**src/rtl/gpd_pkg.sv**
```systemverilog
// constants, layouts and read helper for the port b/c/d logic
// assumes an apb master with 32-bit data; one register per aligned word
package gpd_pkg;

    // register indices; byte address is four times the index
    localparam logic [5:0] IDX_B_DATA   = 6'h01;
    localparam logic [5:0] IDX_C_DATA   = 6'h02;
    localparam logic [5:0] IDX_D_DATA   = 6'h03;
    localparam logic [5:0] IDX_B_DIR    = 6'h05;
    localparam logic [5:0] IDX_C_DIR    = 6'h06;
    localparam logic [5:0] IDX_D_DIR    = 6'h07;
    localparam logic [5:0] IDX_C_PULLUP = 6'h0C;
    localparam logic [5:0] IDX_PERIPH   = 6'h10;
    localparam logic [5:0] IDX_CONV     = 6'h11;

    localparam int B_W = 6;
    localparam int C_W = 2;
    localparam int D_W = 7;

    localparam logic [7:0] DIR_RESET    = 8'h00;
    localparam logic [7:0] PERIPH_RESET = 8'h00;
    localparam logic [2:0] CONV_NONE    = 3'h7;  // no port b pin selected
    localparam int         SYNC_STAGES  = 2;

    // alternate-function control, software visible at IDX_PERIPH
    typedef struct packed {
        logic [1:0] els_t2c0;   // edge_level_select_high/low, pin d6
        logic [1:0] els_t1c1;   // pin d5
        logic [1:0] els_t1c0;   // pin d4
        logic       spi_master_select_bit;
        logic       spi_enable_bit;
    } gpd_periph_t;

    // per-bit read path: latch where output, pin where input
    function automatic logic [7:0] read_mux(input logic [7:0] dir,
                                           input logic [7:0] latch,
                                           input logic [7:0] pin);
        return (dir & latch) | (~dir & pin);
    endfunction

endpackage

```
**src/rtl/gpd_sync.sv**
```systemverilog
// two-flop synchroniser for a vector of pin levels
// assumes pins change asynchronously to clk
`timescale 1ns/100ps
module gpd_sync #(
    parameter int W = 8
) (
    input  wire logic         clk,
    input  wire logic         reset,
    input  wire logic [W-1:0] d,
    output logic      [W-1:0] q
);
    logic [W-1:0] meta_r;

    // first stage feeds only the second
    always_ff @(posedge clk) begin
        if (reset) begin
            meta_r <= '0;
            q      <= '0;
        end else begin
            meta_r <= d;
            q      <= meta_r;
        end
    end

    a_sync_delay: assert property (@(posedge clk) disable iff (reset)
        !$past(reset) && !$past(reset, 2) |-> q == $past(d, 2))
        else $error("synchroniser delay is not two cycles");
endmodule

```
**src/rtl/gpd_pin_mux.sv**
```systemverilog
// output driver selection for one port: gpio, alternate function, forced input
// assumes alt_oe/alt_out come from the owning peripheral
`timescale 1ns/100ps
module gpd_pin_mux #(
    parameter int W = 8
) (
    input  wire logic [W-1:0] dir,
    input  wire logic [W-1:0] latch,
    input  wire logic [W-1:0] alt_sel,
    input  wire logic [W-1:0] alt_out,
    input  wire logic [W-1:0] alt_oe,
    input  wire logic [W-1:0] force_in,
    output logic      [W-1:0] pin_out,
    output logic      [W-1:0] pin_oe_n
);
    // forced input wins, then peripheral, then direction bit
    always_comb begin
        for (int i = 0; i < W; i++) begin
            if (force_in[i]) begin
                pin_out[i]  = 1'b0;
                pin_oe_n[i] = 1'b1;
            end else if (alt_sel[i]) begin
                pin_out[i]  = alt_out[i];
                pin_oe_n[i] = ~alt_oe[i];
            end else begin
                pin_out[i]  = latch[i];
                pin_oe_n[i] = ~dir[i];
            end
        end
    end
endmodule

```
**src/rtl/gpd_ports.sv**
```systemverilog
// general-purpose port logic for ports b, c and d behind an apb slave
// assumes apb3 master; pins are in/out/oe_n triples resolved outside
`timescale 1ns/100ps
module gpd_ports #(
    parameter int ADDR_W = 8
) (
    input  wire logic              clk,
    input  wire logic              reset,
    // apb slave
    input  wire logic              psel,
    input  wire logic              penable,
    input  wire logic              pwrite,
    input  wire logic [ADDR_W-1:0] paddr,
    input  wire logic [31:0]       pwdata,
    output logic      [31:0]       prdata,
    output logic                   pready,
    output logic                   pslverr,
    // port b pins
    input  wire logic [5:0]        pb_in,
    output logic      [5:0]        pb_out,
    output logic      [5:0]        pb_oe_n,
    output logic      [5:0]        pb_analog_sel,
    // port c pins
    input  wire logic [1:0]        pc_in,
    output logic      [1:0]        pc_out,
    output logic      [1:0]        pc_oe_n,
    output logic      [1:0]        pc_pullup_on,
    // port d pins
    input  wire logic [6:0]        pd_in,
    output logic      [6:0]        pd_out,
    output logic      [6:0]        pd_oe_n,
    // peripheral side
    input  wire logic [3:0]        spi_pin_out,
    input  wire logic [3:0]        spi_pin_oe,
    input  wire logic [2:0]        tim_pin_out,
    input  wire logic [2:0]        tim_pin_oe,
    output logic      [6:0]        pd_level,
    output logic                   spi_slave_select_n,
    output logic                   spi_enable,
    output logic                   spi_master
);
    localparam int B_W = gpd_pkg::B_W;
    localparam int C_W = gpd_pkg::C_W;
    localparam int D_W = gpd_pkg::D_W;

    // software state
    logic [B_W-1:0]      port_b_data_r;
    logic [C_W-1:0]      port_c_data_r;
    logic [D_W-1:0]      port_d_data_r;
    logic [B_W-1:0]      port_b_direction_r;
    logic [C_W-1:0]      port_c_direction_r;
    logic [D_W-1:0]      port_d_direction_r;
    logic [C_W-1:0]      port_c_pullup_enable_r;
    gpd_pkg::gpd_periph_t periph_r;
    logic [2:0]          conv_sel_r;

    // synchronised pin levels
    logic [B_W-1:0]      pb_sync;
    logic [C_W-1:0]      pc_sync;
    logic [D_W-1:0]      pd_sync;

    // bus decode
    logic                setup;
    logic                access;
    logic                aligned;
    logic [5:0]          idx;
    logic                mapped;
    logic                wr_en;
    logic [7:0]          rd_val;
    logic [31:0]         prdata_r;
    logic                pslverr_r;

    // pin ownership
    logic [B_W-1:0]      b_force;
    logic [D_W-1:0]      d_alt_sel;
    logic [D_W-1:0]      d_alt_out;
    logic [D_W-1:0]      d_alt_oe;
    logic [D_W-1:0]      d_force;
    logic                ss_is_input;

    // pins pass through synchronisers before any read
    gpd_sync #(.W(B_W)) u_sync_b (
        .clk   (clk),
        .reset (reset),
        .d     (pb_in),
        .q     (pb_sync)
    );
    gpd_sync #(.W(C_W)) u_sync_c (
        .clk   (clk),
        .reset (reset),
        .d     (pc_in),
        .q     (pc_sync)
    );
    gpd_sync #(.W(D_W)) u_sync_d (
        .clk   (clk),
        .reset (reset),
        .d     (pd_in),
        .q     (pd_sync)
    );

    // apb decode; misaligned addresses count as unmapped
    assign setup   = psel & ~penable;
    assign access  = psel & penable;
    assign aligned = (paddr[1:0] == 2'b00) && ((paddr >> 8) == '0);  // shift stays legal when ADDR_W is 8
    assign idx     = paddr[7:2];
    always_comb begin
        unique case (idx)
            gpd_pkg::IDX_B_DATA, gpd_pkg::IDX_C_DATA, gpd_pkg::IDX_D_DATA,
            gpd_pkg::IDX_B_DIR, gpd_pkg::IDX_C_DIR, gpd_pkg::IDX_D_DIR,
            gpd_pkg::IDX_C_PULLUP, gpd_pkg::IDX_PERIPH,
            gpd_pkg::IDX_CONV: mapped = aligned;
            default:           mapped = 1'b0;
        endcase
    end
    assign wr_en  = access & pwrite & mapped;
    assign pready = 1'b1;  // zero wait states; read data is staged in setup

    // data latches carry no reset, as the port keeps them across it
    always_ff @(posedge clk) begin
        if (wr_en && idx == gpd_pkg::IDX_B_DATA) begin
            port_b_data_r <= pwdata[B_W-1:0];
        end
        if (wr_en && idx == gpd_pkg::IDX_C_DATA) begin
            port_c_data_r <= pwdata[C_W-1:0];
        end
        if (wr_en && idx == gpd_pkg::IDX_D_DATA) begin
            port_d_data_r <= pwdata[D_W-1:0];
        end
    end

    // direction and pull-up registers clear to all-input
    always_ff @(posedge clk) begin
        if (reset) begin
            port_b_direction_r     <= gpd_pkg::DIR_RESET[B_W-1:0];
            port_c_direction_r     <= gpd_pkg::DIR_RESET[C_W-1:0];
            port_d_direction_r     <= gpd_pkg::DIR_RESET[D_W-1:0];
            port_c_pullup_enable_r <= gpd_pkg::DIR_RESET[C_W-1:0];
        end else if (wr_en) begin
            unique case (idx)
                gpd_pkg::IDX_B_DIR:    port_b_direction_r     <= pwdata[B_W-1:0];
                gpd_pkg::IDX_C_DIR:    port_c_direction_r     <= pwdata[C_W-1:0];
                gpd_pkg::IDX_D_DIR:    port_d_direction_r     <= pwdata[D_W-1:0];
                gpd_pkg::IDX_C_PULLUP: port_c_pullup_enable_r <= pwdata[C_W-1:0];
                default: ;
            endcase
        end
    end

    // alternate-function and converter select
    always_ff @(posedge clk) begin
        if (reset) begin
            periph_r   <= gpd_pkg::PERIPH_RESET;
            conv_sel_r <= gpd_pkg::CONV_NONE;
        end else if (wr_en && idx == gpd_pkg::IDX_PERIPH) begin
            periph_r <= pwdata[7:0];
        end else if (wr_en && idx == gpd_pkg::IDX_CONV) begin
            conv_sel_r <= pwdata[2:0];
        end
    end

    // read value chosen per bit from direction; unused high bits read zero
    always_comb begin
        unique case (idx)
            gpd_pkg::IDX_B_DATA:   rd_val = gpd_pkg::read_mux({2'b00, port_b_direction_r},
                                                             {2'b00, port_b_data_r},
                                                             {2'b00, pb_sync});
            gpd_pkg::IDX_C_DATA:   rd_val = gpd_pkg::read_mux({6'h00, port_c_direction_r},
                                                             {6'h00, port_c_data_r},
                                                             {6'h00, pc_sync});
            gpd_pkg::IDX_D_DATA:   rd_val = gpd_pkg::read_mux({1'b0, port_d_direction_r},
                                                             {1'b0, port_d_data_r},
                                                             {1'b0, pd_sync});
            gpd_pkg::IDX_B_DIR:    rd_val = {2'b00, port_b_direction_r};
            gpd_pkg::IDX_C_DIR:    rd_val = {6'h00, port_c_direction_r};
            gpd_pkg::IDX_D_DIR:    rd_val = {1'b0, port_d_direction_r};
            gpd_pkg::IDX_C_PULLUP: rd_val = {6'h00, port_c_pullup_enable_r};
            gpd_pkg::IDX_PERIPH:   rd_val = periph_r;
            gpd_pkg::IDX_CONV:     rd_val = {5'h00, conv_sel_r};
            default:               rd_val = 8'h00;
        endcase
    end

    // read data and error staged in setup so they stand for the access cycle
    always_ff @(posedge clk) begin
        if (reset) begin
            prdata_r  <= 32'h0000_0000;
            pslverr_r <= 1'b0;
        end else if (setup) begin
            prdata_r  <= (mapped && !pwrite) ? {24'h00_0000, rd_val} : 32'h0000_0000;
            pslverr_r <= ~mapped;
        end
    end
    assign prdata  = prdata_r;
    assign pslverr = pslverr_r;

    // converter channel forces its port b pin to analog input
    always_comb begin
        b_force = '0;
        if (conv_sel_r < 3'(B_W)) begin
            b_force[conv_sel_r] = 1'b1;
        end
    end
    assign pb_analog_sel = b_force;

    // port b: no peripheral drive, no pull-up, high-z when input
    gpd_pin_mux #(.W(B_W)) u_mux_b (
        .dir      (port_b_direction_r),
        .latch    (port_b_data_r),
        .alt_sel  ('0),
        .alt_out  ('0),
        .alt_oe   ('0),
        .force_in (b_force),
        .pin_out  (pb_out),
        .pin_oe_n (pb_oe_n)
    );

    // port c: plain gpio
    gpd_pin_mux #(.W(C_W)) u_mux_c (
        .dir      (port_c_direction_r),
        .latch    (port_c_data_r),
        .alt_sel  ('0),
        .alt_out  ('0),
        .alt_oe   ('0),
        .force_in ('0),
        .pin_out  (pc_out),
        .pin_oe_n (pc_oe_n)
    );

    // pull-up only on input pins, dropped while driving
    assign pc_pullup_on = port_c_pullup_enable_r & ~port_c_direction_r;

    // port d ownership; direction bits never steer spi-owned pins
    assign spi_enable  = periph_r.spi_enable_bit;
    assign spi_master  = periph_r.spi_master_select_bit;
    assign ss_is_input = spi_enable & ~spi_master;
    always_comb begin
        d_alt_sel    = '0;
        d_alt_out    = '0;
        d_alt_oe     = '0;
        d_force      = '0;
        d_alt_sel[3:1] = {3{spi_enable}};
        d_alt_out[3:1] = spi_pin_out[3:1];
        d_alt_oe[3:1]  = spi_pin_oe[3:1];
        d_force[0]     = ss_is_input;
        d_alt_sel[4]   = periph_r.els_t1c0 != 2'b00;
        d_alt_sel[5]   = periph_r.els_t1c1 != 2'b00;
        d_alt_sel[6]   = periph_r.els_t2c0 != 2'b00;
        d_alt_out[6:4] = tim_pin_out;
        d_alt_oe[6:4]  = tim_pin_oe;
    end

    gpd_pin_mux #(.W(D_W)) u_mux_d (
        .dir      (port_d_direction_r),
        .latch    (port_d_data_r),
        .alt_sel  (d_alt_sel),
        .alt_out  (d_alt_out),
        .alt_oe   (d_alt_oe),
        .force_in (d_force),
        .pin_out  (pd_out),
        .pin_oe_n (pd_oe_n)
    );

    // peripherals see the synchronised levels; ss idles high unless slave
    assign pd_level           = pd_sync;
    assign spi_slave_select_n = ss_is_input ? pd_sync[0] : 1'b1;

    a_dir_reset: assert property (@(posedge clk) disable iff (reset)
        $fell(reset) |-> port_b_direction_r == '0 && port_c_direction_r == '0 && port_d_direction_r == '0)
        else $error("direction bits not cleared by reset");

    a_b_read_mux: assert property (@(posedge clk) disable iff (reset)
        setup && !pwrite && aligned && idx == gpd_pkg::IDX_B_DATA
        |=> prdata[5:0] == (($past(port_b_direction_r) & $past(port_b_data_r))
                          | (~$past(port_b_direction_r) & $past(pb_sync))) && prdata[31:6] == '0)
        else $error("port b read data wrong");

    a_d_latch_wr: assert property (@(posedge clk) disable iff (reset)
        access && pwrite && aligned && idx == gpd_pkg::IDX_D_DATA
        |=> port_d_data_r == $past(pwdata[6:0]))
        else $error("port d latch not written");

    a_b_drive_en: assert property (@(posedge clk) disable iff (reset)
        pb_oe_n == ~(port_b_direction_r & ~b_force) && (pb_analog_sel & ~pb_oe_n) == '0)
        else $error("port b drive enable wrong");

    a_pullup_off: assert property (@(posedge clk) disable iff (reset)
        (port_c_direction_r & pc_pullup_on) == '0
        && pc_pullup_on == (port_c_pullup_enable_r & ~port_c_direction_r))
        else $error("port c pull-up on a driven pin");

    a_spi_owns: assert property (@(posedge clk) disable iff (reset)
        spi_enable |-> pd_oe_n[3:1] == ~spi_pin_oe[3:1] && pd_out[3:1] == spi_pin_out[3:1])
        else $error("direction bits steer spi pins");

    a_ss_input: assert property (@(posedge clk) disable iff (reset)
        spi_enable && !spi_master |-> pd_oe_n[0] && spi_slave_select_n == pd_sync[0])
        else $error("slave select not an input");

    a_timer_pin: assert property (@(posedge clk) disable iff (reset)
        periph_r.els_t1c0 != 2'b00 |-> pd_out[4] == tim_pin_out[0] && pd_oe_n[4] == ~tim_pin_oe[0])
        else $error("timer channel does not own pin d4");

    a_unmapped_err: assert property (@(posedge clk) disable iff (reset)
        setup && !mapped |=> pslverr && prdata == 32'h0000_0000)
        else $error("unmapped access not flagged");
endmodule

```
**config.mk**
```make
export PLATFORM = sky130hd
export DESIGN_NAME = gpd_ports
export DESIGN_NICKNAME = d
export VERILOG_FILES = /design/src/rtl/gpd_pkg.sv /design/src/rtl/gpd_sync.sv /design/src/rtl/gpd_pin_mux.sv /design/src/rtl/gpd_ports.sv
export SDC_FILE = /design/constraint.sdc
export NUM_CORES = 1
export LEC_CHECK = 0
export BUFFER_PORTS_ARGS = -buffer_cell sky130_fd_sc_hd__buf_4
export CAP_MARGIN = 20
export CORE_MARGIN = 3
export CORE_UTILIZATION = 41
export CTS_CLUSTER_SIZE = 40
export DETAILED_ROUTE_END_ITERATION = 8
export PLACE_DENSITY = 0.7
export SLEW_MARGIN = 20
export SYNTH_ARGS = -nofsm -noshare
export SYNTH_HDL_FRONTEND = slang
export SYNTH_SLANG_ARGS = --single-unit
```
**constraint.sdc**
```tcl
create_clock -name clk -period 3.11 [get_ports clk]
set_clock_uncertainty 0.2 [all_clocks]
set_input_delay 0.7775 -clock clk [delete_from_list [all_inputs] [get_ports clk]]
set_output_delay 0.7775 -clock clk [all_outputs]
set_load 0.05 [all_outputs]
```
==> results.cfg <==
[placement]
dp_slack_ns = 0.388
hpwl_um = 7300
post-place-cells = 585
portBuffers = 104
place_congestion = 0.885

[drt]
ant_nets = 0
vias = 3127
drcViolationCount = 0
routed_via_density = 5.20
detail_route.iter0.violations = 309
firstDrtPassIters = 5
wl_per_cell_um = 16.2
wl_um = 9710

[yosys]
yosysWarnings = 0
synthFlopType = dfxtp_1
synth_edf_count = 15
ys_seq_area_share_pct = 47.9
async_flop_share_pct = 0
synth.avg_cell_area_um2 = 9.67
netlist_top_cells_area = dfxtp_1 36%, edfxtp_1 12%, mux2i_1 8.3%, buf_4 6.2%, nor2b_1 6.2%
syn_area_um2 = 3740
yosysTopAreaCell = dfxtp_1
synth_top_area_share_pct = 35.8
synthCells = 387
ys_seq_elements = 82
yosysUniqueCellTypes = 41

[global_routing]
grt_max_degree = 49
grt_antenna_before_repair = 0
track_usage_pct = 18.7
overflow = 0
grt_pass1_vias = 2892
grt_first_pass_wirelength_um = 14900

[floorplanning]
die_area_um2 = 10300
die_h_um = 102
io_pins = 156
fp.dieW_um = 102
core_area_um2 = 8810
rows = 34
start_util_pct = 42.5

[setup_path]
arrival_ns = 1.69
worst_path_largest_cell_delay_ns = 0.66
cp_slowest_cell = dfxtp_1
required_ns = 2.13
crit_type = reg2out
critPathMaxFanout = 10
worstPathCellList = nand2b_1 > or2_2 > buf_4
cp-start-kind = register
path_buf_inv = 1
cp_top_family = flip-flops
end_kind = primary output

[timing]
worst_slack_ns = 0.444
relSlewSlack_pct = 60.2
finalMaxSlewViolations = 0
fmax_mhz = 375
period_share_pct = 85.7
hold_viol_final = 0
rsz0062_at_grt = no
tightest_slew_ns = 0.592
period_needed_ns = 2.67
setup_violations = 0

[clock_tree]
clock_sinks = 82
postCtsHoldBufs = 0
root_buffer = clkbuf_8
cts_tree = yes
post_cts_resized = 0
postCtsSetupRepairBufs = 0
clock_path_buffers = 2
clk_pin_slew_ns = 0.08
h-tree-depth = 3
clock_latency_ns = 0.35
numCtsBuffers = 9

[power]
switching_share_pct = 24.8
leakage_nw = 1.87
pwr-share-comb_pct = 10.0
p_per_area_nw_per_um2 = 462
p_seq_share_pct = 50.4
cellInternalPower_w = 0.00165
vdd_ir_drop_max_mv = 0.350
pwr-share-clk_pct = 39.6
power_switching_w = 0.000543

[min_path]
hold_path_class = reg2reg

[final_layout]
layout_commonest_cell = buf_4
instances_no_fill = 601
n_antenna_cell = 0
final_net_count = 562
layout-drive-gt1-share_pct = 29.0
syn_to_final_growth_pct = 26.6
mostFrequentLayoutCells = 112 x buf_4, 67 x dfxtp_1, 37 x nor2b_1, 31 x mux2i_1, 30 x nor2_1

[status]
status = finished, final reports clean

[job]
drv_cap = 0
[layer usage]
metal  global-route usage (%)  part of all wire, %  up-vias
li1                         -                    -     1494
met1                     25.8                   43     1462
met2                     28.8                   47      156
met3                     3.51                  8.2       15
met4                     7.46                  1.5        0
met5                        0                    0        -
[cells in the mapped netlist (6+ instances only)]
master and number:
a21oi_1 13, nor3_1 9, mux2_2 8, inv_1 9, dfxtp_1 67, o21ai_0 16, edfxtp_1 15, o22ai_1 9
and2_1 6, clkbuf_1 8, nand2_1 25, nand3_1 14, mux2i_1 31, nand2b_1 10, buf_4 31, nor2b_1 37
nor2_1 30
[cell families after synthesis]
family                 share of synthesized area (%)
flip-flops                                      47.9
other                                          0.201
AND/OR/NAND/NOR                                 22.3
AO/OA/AOI/OAI                                   10.0
buffers and inverters                           8.89
multiplexers                                    10.7
[final timing paths]
path / start / cells after the start / to / slack [ns]
worst max register to register: port_b_direction_r[1] / 5 / prdata[1] / 1.39
worst max-delay path: spi_enable / 3 / spi_slave_select_n / 0.44
worst min-delay path: u_sync_b.meta_r[1] / 1 / u_sync_b.q[1] / 0.24
worst min register to register: u_sync_b.meta_r[1] / 1 / u_sync_b.q[1] / 0.24
[metrics by stage]
step | setup TNS (ns) | util, % | power [W] | area [um2] | hold WS (ns)
6_report | 0 | 53.8 | 0.00219 | 4740 | 0.239
5_1_grt | 0 | 53.8 | 0.00226 | 4740 | 0.259
4_1_cts | 0 | 53.8 | 0.00221 | 4740 | 0.242
3_5_place_dp | 0 | 51.2 | 0.00135 | 4510 | 0.223
3_3_place_gp | 0 | 51.2 | 0.00134 | 4510 | 0.216
2_1_floorplan | -0.603 | - | 0.00129 | 3830 | 0.214
[state kept, by name, indices dropped and copies added (netlist names), 2 cells and up]
| register | cells |
|---|---|
| prdata | 8 |
| port_d_data_r | 7 |
| port_d_direction_r | 7 |
| u_sync_d.meta_r | 7 |
| u_sync_d.q | 7 |
| periph_r | 6 |
| port_b_data_r | 6 |
| port_b_direction_r | 6 |
| u_sync_b.meta_r | 6 |
| u_sync_b.q | 6 |
| conv_sel_r | 3 |
| port_c_data_r | 2 |
| port_c_direction_r | 2 |
| port_c_pullup_enable_r | 2 |
| u_sync_c.meta_r | 2 |
| u_sync_c.q | 2 |
[power by group through the flow]
stage / logic [W] / registers, W / clock network, W
floorplan: 0.000151 / 0.00114 / 0
global placement: 0.000215 / 0.00113 / 0
detailed placement: 0.000218 / 0.00113 / 0
CTS: 0.000218 / 0.00110 / 0.000886
global route: 0.000234 / 0.00111 / 0.000919
finish: 0.000219 / 0.00110 / 0.000867
[area by class of cell]
| class | instances | area, um2 |
|---|---|---|
| Multi-Input combinational cell | 274 | 1710 |
| Tap cell | 108 | 135 |
| Fill cell | 798 | 4070 |
| Timing Repair Buffer | 112 | 841 |
| Clock inverter | 5 | 86.3 |
| Sequential cell | 82 | 1790 |
| Inverter | 9 | 33.8 |
| Clock buffer | 11 | 141 |
Note: power is estimated with default switching activity, not from simulation.
